`src/design/sweep_gen_cfg.svh`:
```
// Contract
// Enable cleared: ignore inputs, stop ramp clocks
// Destination field routes ramp: frequency, phase, amplitude
// Ramp output MSB-aligned to chosen destination
// Direction pin low falls, high rises
// Hold pin high freezes accumulator and output
// Unselected parameters come from active profile
// 32-bit accumulator stepped by timer on DDS clock
// Two 16-bit intervals, rising and falling
// Add rising step, subtract falling step
// Full precision; phase/amplitude truncated to MSBs
// Timer reload: enable rise, direction change, reload bit
// Output kept within lower and upper limits
// Software keeps upper limit above lower limit
// Clear presets accumulator to lower limit
// Enable effective at update; direction decides start
// Stay at upper limit until released
// Stay at lower limit until released
// Clear bit at update holds lower limit
// Autoclear holds accumulator reset one DDS cycle
// Normal ramping only with no-dwell bits clear
// Limit flag high at either limit when active
// Control bits shadowed, copied on update
// Accumulator clamps at limits, never wraps
`ifndef SWEEP_GEN_CFG_SVH
`define SWEEP_GEN_CFG_SVH
`define SWG_DDS_DIV        4
`define SWG_DEST_FREQ      2'b00
`define SWG_DEST_PHASE     2'b01
`define SWG_PHASE_MSB      31
`define SWG_PHASE_LSB      16
`define SWG_AMPL_LSB       18
`define SWG_RATE_POS_LSB   0
`define SWG_RATE_NEG_LSB   16
`define SWG_RESET_WORD     32'h0000_0000
`endif

```
`src/design/sweep_gen_pkg.sv`:
```
package swg_pkg;
    typedef struct packed {
        logic        enable;
        logic        clear;
        logic        autoclear;
        logic        reload_on_update;
        logic [1:0]  destination;
        logic        no_dwell_high;
        logic        no_dwell_low;
        logic        limit_flag_active;
    } swg_ctrl_type;

    typedef struct packed {
        logic [31:0] interval;
        logic [63:0] step_sizes;
        logic [63:0] bounds;
    } swg_params_type;

    typedef struct packed {
        logic [31:0] frequency;
        logic [15:0] phase;
        logic [13:0] amplitude;
    } swg_dds_type;

    typedef struct packed {
        logic [1:0]   div_cnt;
        swg_ctrl_type active;
        logic         update_seen;
        logic         dir_last;
        logic [15:0]  timer;
        logic [31:0]  accum;
        logic         autoclear_pend;
        swg_dds_type  dds_out;
        logic         limit_flag;
    } swg_state_type;
endpackage : swg_pkg

```
`src/design/sweep_gen.sv`:
```
`timescale 1ns/1ps
`include "sweep_gen_cfg.svh"
module swg_sweep_generator #(
    parameter int ACC_WIDTH = 32,
    parameter int TMR_WIDTH = 16
) (
    input  wire logic               core_clk,
    input  wire logic               resetn,
    input  wire swg_pkg::swg_ctrl_type   ctrl_shadow,
    input  wire swg_pkg::swg_params_type params,
    input  wire swg_pkg::swg_dds_type    profile_values,
    input  wire logic               io_update,
    input  wire logic               sweep_direction_pin,
    input  wire logic               sweep_hold_pin,
    output swg_pkg::swg_dds_type         dds_params,
    output logic                         sweep_limit_flag_pin,
    output logic [31:0]                  ramp_value
);
    // =====================================================================
    // Elaboration check
    if (ACC_WIDTH != 32 || TMR_WIDTH != 16) begin : g_bad_width
        $error("Ramp widths other than 32/16 are not supported");
    end

    // =====================================================================
    // State
    swg_pkg::swg_state_type st;
    swg_pkg::swg_state_type next_st;

    logic [31:0] lower;
    logic [31:0] upper;
    logic [31:0] step_up;
    logic [31:0] step_down;
    logic [15:0] rate_up;
    logic [15:0] rate_down;
    logic        dds_tick;
    logic        upd_now;
    logic        enable_rise;
    logic        dir_change;
    logic        reload;
    logic        expire;
    logic [32:0] sum_up;
    logic [32:0] diff_down;

    assign lower     = params.bounds[31:0];
    assign upper     = params.bounds[63:32];
    assign step_up   = params.step_sizes[31:0];
    assign step_down = params.step_sizes[63:32];
    assign rate_up   = params.interval[`SWG_RATE_POS_LSB +: 16];
    assign rate_down = params.interval[`SWG_RATE_NEG_LSB +: 16];

    // =====================================================================
    // DDS clock enable, a quarter of the system clock
    assign dds_tick = (st.div_cnt == 2'(`SWG_DDS_DIV - 1));
    // Update strobe is caught and applied on the next DDS tick
    assign upd_now     = dds_tick && (st.update_seen || io_update);
    assign enable_rise = upd_now && ctrl_shadow.enable && !st.active.enable;
    assign dir_change  = sweep_direction_pin != st.dir_last;
    assign reload      = enable_rise || dir_change
                         || (upd_now && ctrl_shadow.reload_on_update);
    assign expire      = (st.timer <= 16'h0001);

    // Saturating arithmetic; 33 bits catch the carry or borrow
    assign sum_up    = {1'b0, st.accum} + {1'b0, step_up};
    assign diff_down = {1'b0, st.accum} - {1'b0, step_down};

    function automatic logic [31:0] clamp_up(input logic [32:0] s, input logic [31:0] hi);
        clamp_up = (s[32] || s[31:0] > hi) ? hi : s[31:0];
    endfunction : clamp_up

    function automatic logic [31:0] clamp_dn(input logic [32:0] d, input logic [31:0] lo);
        clamp_dn = (d[32] || d[31:0] < lo) ? lo : d[31:0];
    endfunction : clamp_dn

    always_comb begin
        next_st = st;
        next_st.div_cnt = st.div_cnt + 2'h1;
        if (io_update && !dds_tick) begin
            next_st.update_seen = 1'b1;
        end
        if (upd_now) begin
            next_st.update_seen = 1'b0;
            next_st.active      = ctrl_shadow;
            next_st.autoclear_pend = ctrl_shadow.autoclear;
        end
        // Disabled: the ramp logic sits still, pins ignored
        if (dds_tick && st.active.enable) begin
            next_st.dir_last = sweep_direction_pin;
            if (st.active.clear || st.autoclear_pend) begin
                next_st.accum = lower;
                next_st.autoclear_pend = upd_now && ctrl_shadow.autoclear;
                next_st.timer = sweep_direction_pin ? rate_up : rate_down;
            end else if (!sweep_hold_pin
                         && !st.active.no_dwell_high && !st.active.no_dwell_low) begin
                if (reload) begin
                    next_st.timer = sweep_direction_pin ? rate_up : rate_down;
                end else if (expire) begin
                    next_st.timer = sweep_direction_pin ? rate_up : rate_down;
                    // Stepping from a held limit resumes once limit moves
                    if (sweep_direction_pin) begin
                        next_st.accum = clamp_up(sum_up, upper);
                    end else begin
                        next_st.accum = clamp_dn(diff_down, lower);
                    end
                end else begin
                    next_st.timer = st.timer - 16'h0001;
                end
            end
        end
        // First update with enable: direction picks the start
        if (enable_rise) begin
            next_st.accum    = lower;
            next_st.dir_last = sweep_direction_pin;
            next_st.timer    = sweep_direction_pin ? 16'h0001 : rate_down;
        end
        // Destination routing, MSB aligned; others from profile
        next_st.dds_out = profile_values;
        if (st.active.enable) begin
            if (st.active.destination == `SWG_DEST_FREQ) begin
                next_st.dds_out.frequency = st.accum;
            end else if (st.active.destination == `SWG_DEST_PHASE) begin
                next_st.dds_out.phase = st.accum[`SWG_PHASE_MSB:`SWG_PHASE_LSB];
            end else begin
                next_st.dds_out.amplitude = st.accum[31:`SWG_AMPL_LSB];
            end
        end
        next_st.limit_flag = st.active.enable && st.active.limit_flag_active
                             && (st.accum == lower || st.accum == upper);
    end

    always_ff @(posedge core_clk) begin
        if (!resetn) begin
            st <= '0;
        end else begin
            st <= next_st;
        end
    end

    assign dds_params           = st.dds_out;
    assign sweep_limit_flag_pin = st.limit_flag;
    assign ramp_value           = st.accum;
endmodule : swg_sweep_generator

```
`config.mk`:
```
export PLATFORM = sky130hd
export DESIGN_NAME = swg_sweep_generator
export DESIGN_NICKNAME = d
export VERILOG_FILES = /design/src/design/sweep_gen_pkg.sv /design/src/design/sweep_gen.sv
export VERILOG_INCLUDE_DIRS = /design/src /design/src/design
export SDC_FILE = /design/constraint.sdc
export NUM_CORES = 1
export LEC_CHECK = 0
export ABC_AREA = 1
export BUFFER_PORTS_ARGS = -buffer_cell sky130_fd_sc_hd__buf_2
export CAP_MARGIN = 20
export CORE_UTILIZATION = 55
export CTS_CLUSTER_DIAMETER = 200
export DETAILED_ROUTE_END_ITERATION = 6
export PLACE_DENSITY = 0.81
export SETUP_SLACK_MARGIN = 0.02
export SLEW_MARGIN = 20
export SYNTH_ARGS = -nofsm -noshare
export SYNTH_HDL_FRONTEND = slang
export SYNTH_SLANG_ARGS = --single-unit
export TNS_END_PERCENT = 100
```
`constraint.sdc`:
```
create_clock -name core_clk -period 8.15 [get_ports core_clk]
set_input_delay 1.2225 -clock core_clk [delete_from_list [all_inputs] [get_ports core_clk]]
set_output_delay 1.2225 -clock core_clk [all_outputs]
set_load 0.1 [all_outputs]
```
## Word-level counts from Yosys, hierarchy flattened

Cells that the tools add are included.

| word-level totals | value |
|---|---|
| register bits | 123 |
| bits of input ports | 236 |
| output and inout port bits | 95 |

| cells by class | value |
|---|---|
| add/subtract/negate cells | 4 |
| order comparisons | 3 |
| equal/unequal tests | 6 |
| multiplexer cells | 20 |
| bitwise logic cells | 1 |
| reductions and logical operators | 30 |

Operators by type and width:

| operator | number |
|---|---|
| 32-bit two-way mux | 6 |
| 48-bit two-way mux | 2 |
| 16-bit two-way mux | 5 |
| 32-bit == test | 2 |
| 62-bit two-way mux | 1 |
| 50-bit two-way mux | 1 |
| 49-bit two-way mux | 1 |
| 32-bit by 32-bit adder with 33-bit output | 1 |
| 32-bit by 32-bit subtractor with 33-bit output | 1 |
| 32-bit greater-than comparator | 1 |
| 32-bit < comparator | 1 |
| 30-bit two-way mux | 1 |
| 16-bit by 1-bit less-or-equal comparator with 1-bit output, second input constant | 1 |
| 16-bit by 1-bit subtractor with 16-bit output, second input constant | 1 |
| 14-bit two-way mux | 1 |
| 1-bit logical AND | 11 |
| 1-bit logical OR | 7 |
| 3-bit nonzero test | 2 |
| 1-bit logical NOT | 5 |
| 4-bit AND reduction | 1 |
| 3-bit by 2-bit inequality test with 1-bit output, second input constant | 1 |
| 2-bit by 1-bit adder with 2-bit output, second input constant | 1 |
| 2-bit by 1-bit == test with 1-bit output, second input constant | 1 |
| 2-bit == test, second input constant | 1 |
| 7 further kinds | 8 |

## Depth between registers and ports, before layout

Gate-level depths: netlist (run 1).

| logic depth | value |
|---|---|
| depth after elaboration | 11 |
| mapped depth | 32 |
| depth with buffers taken out | 32 |

## Least setup slack after synthesis (run 1)

Ideal clock, no wire load.

| timing path | value |
|---|---|
| kind | input-to-reg |
| from | in params[64] in the netlist's numbering |
| to | reg st (netlist bit ramp_value[3]) |
| data arrival time | 4.193 ns |
| path slack | 3.890 ns |
| stages on the path | 27 |
| buffers on the path | 1 |
| cells stage by stage | ha_1 > fa_1 > nand3_1 > nand3_1 > nand2_1 > nand2_1 > nand2_1 > nand3_1 > nand2_1 > nand2_1 > nand2_1 > nand2_1 > ha_1 > nand2_1 > nor2_1 > nor3b_1 > nand3b_1 > nand2_1 > nand2_4 > buf_4 > nand2_1 > nand3_1 > nand2_1 > nand2_1 > nand2_1 > nand2_1 > a21oi_2 |

| on the way | value |
|---|---|
| longest elaborated chain between the ends | 11 |

RTL lines:

| item | RTL line | source |
|---|---|---|
| start, declared | sweep_gen.sv:10 | `input wire swg_pkg::swg_params_type params,` |
| 32-bit by 32-bit adder with 33-bit output (*) | sweep_gen.sv:64 | `assign sum_up = {1'b0, st.accum} + {1'b0, step_up};` |
| 32-bit greater-than comparator | sweep_gen.sv:68 | `clamp_up = (s[32] \|\| s[31:0] > hi) ? hi : s[31:0];` |
| 1-bit logical OR | sweep_gen.sv:68 |  |
| 32-bit two-way mux (*) | sweep_gen.sv:68 |  |
| 32-bit two-way mux (*) | sweep_gen.sv:100 | `if (sweep_direction_pin) begin` |
| 32-bit two-way mux (*) | sweep_gen.sv:97 | `end else if (expire) begin` |
| 32-bit two-way mux (*) | sweep_gen.sv:95 | `if (reload) begin` |
| 48-bit two-way mux (*) | sweep_gen.sv:93 | `end else if (!sweep_hold_pin` |
| 48-bit two-way mux (*) | sweep_gen.sv:89 | `if (st.active.clear \|\| st.autoclear_pend) begin` |
| 50-bit two-way mux (*) | sweep_gen.sv:87 | `if (dds_tick && st.active.enable) begin` |
| 49-bit two-way mux (*) | sweep_gen.sv:111 | `if (enable_rise) begin` |
| end signal, assigned | sweep_gen.sv:135 | `st <= next_st;` |
| end, declared | sweep_gen.sv:27 | `swg_pkg::swg_state_type st;` |

Mark *: on every way between the ends. The rest lies on a longest branch, timed or not. The select of a mux whose other input is x is not followed.
A chain may end at the register's enable or synchronous reset.

## Final worst setup path (run 1)

| timing path | value |
|---|---|
| from | in params[64] in the netlist's numbering |
| to | reg st (netlist bit ramp_value[21]) |

Same word-level chain as after synthesis.

==> results of run 1 <==
## power groups by stage
stage / registers (mW) / clock network (mW) / logic (mW)
after floorplan: 0.647 / 0 / 0.504
after global placement: 0.649 / 0 / 0.655
after detailed placement: 0.650 / 0 / 0.665
after CTS: 0.636 / 0.792 / 0.668
after global routing: 0.639 / 0.812 / 0.739
final: 0.637 / 0.791 / 0.681
## worst reg2reg max path, delay by kind of cell (launching register included)
kind / cells / cell delay (ns)
buffers and inverters: 1 / 0.08
adders and majority gates: 3 / 1.08
and+or+nand+nor: 19 / 3.11
xor gates and xnor gates: 1 / 0.31
AOI/OAI and AO/OA: 1 / 0.19
DFF: 1 / 0.49
## metal layers
metal  up-vias  track usage, %
met2       980            60.8
met3       177            5.54
met4         0            19.1
li1       8045               -
met1      7315            51.4
met5         -               0
## Yosys cell counts (5+ instances only)
cell,n
nand2_1,706
inv_1,381
a21oi_1,206
nor2_1,142
o21ai_0,139
nand3_1,138
ha_1,130
dfxtp_1,123
buf_4,96
xnor2_1,62
clkbuf_1,40
xor2_1,40
a31oi_1,31
nand4_1,25
nor3_1,19
buf_2,16
inv_2,15
o21ai_1,13
nand2_2,10
nand3b_1,8
o21bai_1,8
nor4_1,7
buf_6,6
a21oi_2,5
nand3_2,5
o2111ai_1,5
## final cells by class
| cell class | count | area share (%) |
|---|---|---|
| diodes | 2 | 0.0309 |
| clock buffers | 18 | 2.65 |
| inverters | 398 | 9.22 |
| repair buffers | 358 | 11.5 |
| multi-input cells | 1739 | 57.9 |
| clock inverters | 14 | 0.988 |
| flip-flops and latches | 123 | 15.2 |
| well taps | 330 | 2.55 |
## through the flow
| stage | utilization [%] | hold slack [ns] | std cells | total power, mW |
|---|---|---|---|---|
| 2_1_floorplan | - | 0.399 | 2422 | 1.15 |
| 3_3_place_gp | 61.4 | 0.409 | 2948 | 1.30 |
| 3_5_place_dp | 61.4 | 0.417 | 2948 | 1.31 |
| 4_1_cts | 63.8 | 0.428 | 2980 | 2.10 |
| 5_1_grt | 63.8 | 0.456 | 2980 | 2.19 |
| 6_report | 63.8 | 0.431 | 2982 | 2.11 |
## cell families (layout without fill, tap and decap cells)
logic type,after synthesis,count (layout)
AO/OA/AOI/OAI,422,422
AND/OR/NAND/NOR,1082,1082
other,0,2
flip-flops,123,123
multiplexers,1,1
adder cells (fa/ha/maj),132,132
buffers and inverters,560,788
XOR/XNOR,102,102
## sequential cells by signal, summed over array words and instances (netlist names)
| name | flops |
|---|---|
| ramp_value | 32 |
| sweep_limit_flag_pin | 1 |
| dds_params | 62 |
| st | 28 |
## worst max path at each step
stage | startpoint | to | slack [ns]
4_1_cts | params[64] | ramp_value[21] | 2.67
2_1_floorplan | params[64] | ramp_value[3] | 3.89
5_1_grt | params[64] | ramp_value[8] | 2.11
3_3_place_gp | params[64] | ramp_value[30] | 2.24
3_5_place_dp | params[64] | ramp_value[21] | 2.25
6_report | params[64] | ramp_value[21] | 2.50
==> results.json, run 1 <==
{
  "outcome": "complete, no violations",
  "skew_ns": 0.00765,
  "power.switching_mw": 0.826,
  "fillers": 2522,
  "clkTransAtPathRegs_ns": 0.06,
  "path_max_fanout": 33,
  "r2r-start": "ramp_value[0]",
  "setup_viol": 0,
  "cts-root-buf": "clkbuf_16",
  "syn_inst": 2422,
  "synth_seq_cells": 123,
  "crit_buf_inv": 2,
  "ir_drop_mv": 0.151,
  "rsz0062_at_grt": "no",
  "placed_area_sq_um": 15600,
  "rows": 58,
  "io_pins": 331,
  "cts_sinks": 123,
  "top_layer_used": "met4",
  "viasPerCell": 5.54,
  "start_util_pct": 56.5,
  "fin_area_sq_um": 16200,
  "clk_latency_ns": 0.43,
  "leakage_nw": 9.37,
  "grt_max_degree": 65,
  "final_cell_mix": "nand2_1 (706), inv_1 (381), buf_2 (330), a21oi_1 (206), nor2_1 (142)",
  "critical_path_class": "input port to flop",
  "synth_nets": 2790,
  "max_freq_mhz": 177,
  "met3_length_um": 5980,
  "dieHeight_um": 164,
  "cts.htree.levels": 4,
  "die_w_um": 164,
  "p_int_mw": 1.28,
  "synth_ff_type": "dfxtp_1",
  "grt_usage_pct": 38.6,
  "fin_crit_ns": 5.65,
  "die_area_sq_um": 26800,
  "yosysTopAreaCellShare_pct": 18.5,
  "vias": 16500,
  "synth_top_family_by_area": "simple AND/OR/NAND/NOR gates",
  "drc": 0,
  "period_share_pct": 69.3,
  "ctsResizeCount": 0,
  "yosys.area.top_type": "nand2_1",
  "p_clk_share_pct": 37.5,
  "endpoint_kind": "flop",
  "setup_ws_ns": 2.50,
  "route.met2.wl_um": 23400,
  "post_cts_buffers": 0,
  "cp_top_family": "simple AND/OR/NAND/NOR gates",
  "core-area_sq_um": 25400,
  "min-delay-start": "st[123]",
  "async_flop_share_pct": 0,
  "grt_overflow": 0,
  "pwr-share-comb_pct": 32.3,
  "drive_above_1_share_pct": 16.5,
  "worst_hold_path.num_cells": 1,
  "synth_compound_area_share_pct": 15.7,
  "synth-xor-area-share_pct": 6.22,
  "rrSetupSlack_ns": 2.80,
  "cp_slowest_stage_delay_ns": 0.63,
  "max_slew_margin_pct": 27.4,
  "synth_edf_count": 0,
  "drv_slew": 0,
  "synth_cell_types": 49,
  "synth-simple-area-share_pct": 31.7,
  "worst_pin_slew_ns": 1.09,
  "crit_required_ns": 8.49,
  "ant_nets": 0,
  "worstPathArrival_ns": 5.99,
  "maxCapViolCount": 0,
  "crit_cells": 26,
  "multiInputGateArea_sq_um": 9380,
  "power_density_nw_per_um2": 130,
  "cpMostUsedCell": "nand2_1",
  "netlist_area_sq_um": 14400,
  "switching_share_pct": 39.2,
  "wl_per_cell_um": 17.9,
  "regArea_sq_um": 2460,
  "cp-start-kind": "input port",
  "min_to": "st[123]",
  "io_buffers": 330,
  "antenna_found_initial": 0,
  "drtIter0Drc": 1721,
  "dp_hpwl_um": 42700,
  "nets": 3005,
  "yosys-mux-area-fraction_pct": 0.0697,
  "setup_tns_ns": 0,
  "clk_path_buf_depth": 2,
  "final_common_cell": "nand2_1",
  "grt_pass1_vias": 14800,
  "drtPass1Iterations": 6,
  "grt_first_pass_wirelength_um": 79100,
  "dp_slack_ns": 2.25,
  "cpMaxStageDelayCell": "nand2_4",
  "synth-adder-area-share_pct": 11.6,
  "syn_to_final_growth_pct": 12.8,
  "worstReg2RegEnd": "ramp_value[21]",
  "synth-seq-area-share_pct": 17.1,
  "finalHoldViolations": 0,
  "cts_inserted_buffers": 17,
  "avgSynthCellArea_sq_um": 5.93,
  "holdBufCountCts": 0,
  "drt-met1-wl_um": 21400,
  "cts_tree": "done",
  "r2r_cells": 25,
  "yosysWarnings": 0,
  "synthTopCellsByArea": "nand2_1 (18%), dfxtp_1 (17%), ha_1 (11%)",
  "power_frac_seq_pct": 30.2,
  "drt-total-wl_um": 53400,
  "min_path_type": "flop to flop",
  "place_congestion": 1.06
}
(Power assumes the default switching activity.)
==> run 2, diff against run 1 <==
==> constraint.sdc (replaced) <==
create_clock -name core_clk -period 5.7 [get_ports core_clk]
set_input_delay 0.855 -clock core_clk [delete_from_list [all_inputs] [get_ports core_clk]]
set_output_delay 0.855 -clock core_clk [all_outputs]
set_load 0.1 [all_outputs]
==> results.json, run 2 (synthesis gave the netlist of run 1 again) <==
{
  "outcome": "complete, no violations",
  "dieHeight_um": 164,
  "drtPass1Iterations": 7,
  "holdBufCountCts": 0,
  "fin_crit_ns": 4.79,
  "power.switching_mw": 1.18,
  "viasPerCell": 5.51,
  "worst_pin_slew_ns": 1.10,
  "start_util_pct": 56.5,
  "cts.htree.levels": 4,
  "die_w_um": 164,
  "clk_path_buf_depth": 2,
  "dp_hpwl_um": 42900,
  "num_antenna_cells": 0,
  "post_cts_buffers": 0,
  "endpoint_kind": "flop",
  "antenna_found_initial": 0,
  "cpMaxStageDelayCell": "dfxtp_1",
  "p_int_mw": 1.83,
  "power_frac_seq_pct": 30.3,
  "ctsResizeCount": 0,
  "cp_slowest_stage_delay_ns": 0.77,
  "finalHoldViolations": 0,
  "largest_register_ffs": 62,
  "leakage_nw": 9.33,
  "fin_area_sq_um": 16100,
  "drt-total-wl_um": 53100,
  "skew_ns": 0.0230,
  "ir_drop_mv": 0.178,
  "grt_first_pass_wirelength_um": 80300,
  "cp-start-kind": "flop",
  "wl_per_cell_um": 17.9,
  "io_buffers": 330,
  "max_slew_margin_pct": 26.6,
  "min_path_type": "flop to flop",
  "ant_nets": 0,
  "p_clk_share_pct": 37.6,
  "drc": 0,
  "crit_buf_inv": 3,
  "clk_latency_ns": 0.43,
  "setup_viol": 0,
  "worstPathArrival_ns": 5.12,
  "cts_inserted_buffers": 17,
  "crit_required_ns": 6.03,
  "maxCapViolCount": 0,
  "pwr-share-comb_pct": 32.1,
  "rows": 58,
  "grt_max_degree": 65,
  "cts-root-buf": "clkbuf_16",
  "vias": 16400,
  "drv_slew": 0,
  "drive_above_1_share_pct": 16.3,
  "cts_sinks": 123,
  "rrSetupSlack_ns": 0.91,
  "io_pins": 331,
  "rsz0062_at_grt": "no",
  "max_freq_mhz": 209,
  "period_share_pct": 84.0,
  "grt_overflow": 0,
  "nets": 2998,
  "path_max_fanout": 31,
  "cp_top_family": "simple AND/OR/NAND/NOR gates",
  "grt_usage_pct": 39.0,
  "place_congestion": 1.03,
  "core-area_sq_um": 25400,
  "final_common_cell": "nand2_1",
  "die_area_sq_um": 26800,
  "critical_path_class": "flop to flop",
  "syn_to_final_growth_pct": 12.4,
  "clkTransAtPathRegs_ns": 0.07,
  "switching_share_pct": 39.2,
  "cpMostUsedCell": "nand2_1",
  "setup_tns_ns": 0,
  "power_density_nw_per_um2": 186,
  "final_cell_mix": "nand2_1 (706), inv_1 (381), buf_2 (330), a21oi_1 (206), nor2_1 (142)",
  "placed_area_sq_um": 15600,
  "drtIter0Drc": 1689,
  "grt_pass1_vias": 15100,
  "crit_chain": "ha_1 > nand2_1 > nor2_1 > inv_1 > nor2_1 > nand3_1 > nand3_1 > nand2_1 > nand2_1 > inv_1 > ha_1 > nand2_1 > nor2_1 > nand4_1 > nor3b_1 > nand3b_1 > nand2_1 > buf_4 > nand3_1 > nand3_1 > nand2_1 > nand2_1 > nand2_1 > a21oi_1",
  "cts_tree": "done"
}
## run 2: final cells by class
type / instances / area, sq um
well taps: 330 / 413
clock buffers: 17 / 425
fillers: 2506 / 9250
clock inverters: 15 / 168
inverters: 398 / 1490
flip-flops and latches: 123 / 2460
repair buffers: 351 / 1810
multi-input cells: 1739 / 9380
## run 2: worst register-to-register path: cells and delay by family (launching register included)
family / cells / cell delay [ns]
and+or+nand+nor: 18 / 2.55
DFF: 1 / 0.77
adders and majority gates: 2 / 0.63
buffers and inverters: 3 / 0.51
AOI/OAI and AO/OA: 1 / 0.24
## run 2: through the flow
step                setup WS [ns]  total power [mW]  util [%]  std cells  hold slack [ns]
detailed placement          0.699              1.88      61.2       2941            0.426
finish                      0.912              3.01      63.6       2973            0.440
CTS                          1.03              2.99      63.6       2973            0.438
global route                0.706              3.13      63.6       2973            0.446
global placement            0.663              1.87      61.2       2941            0.411
floorplan                    1.81              1.65         -       2422            0.399
## run 2: final timing paths
kind / from / end / cells after the start
hold / removal: st[123] / st[123] / 1
setup reg to reg: ramp_value[20] / ramp_value[29] / 24
setup / recovery: ramp_value[20] / ramp_value[29] / 24
hold reg to reg: st[123] / st[123] / 1
## run 2: routing by layer
layer | routed length, um | vias to the layer above | track usage, %
met3 | 4390 | 140 | 4.44
met4 | 2300 | 0 | 18.0
met2 | 24200 | 856 | 64.3
li1 | - | 8025 | -
met5 | 0 | - | 0
met1 | 22300 | 7357 | 50.6
## run 2: power groups by stage
stage / combinational (mW) / clock (mW) / sequential, mW
floorplan: 0.721 / 0 / 0.925
global placement: 0.934 / 0 / 0.931
detailed placement: 0.945 / 0 / 0.932
CTS: 0.950 / 1.13 / 0.913
global route: 1.05 / 1.17 / 0.917
finish: 0.965 / 1.13 / 0.914
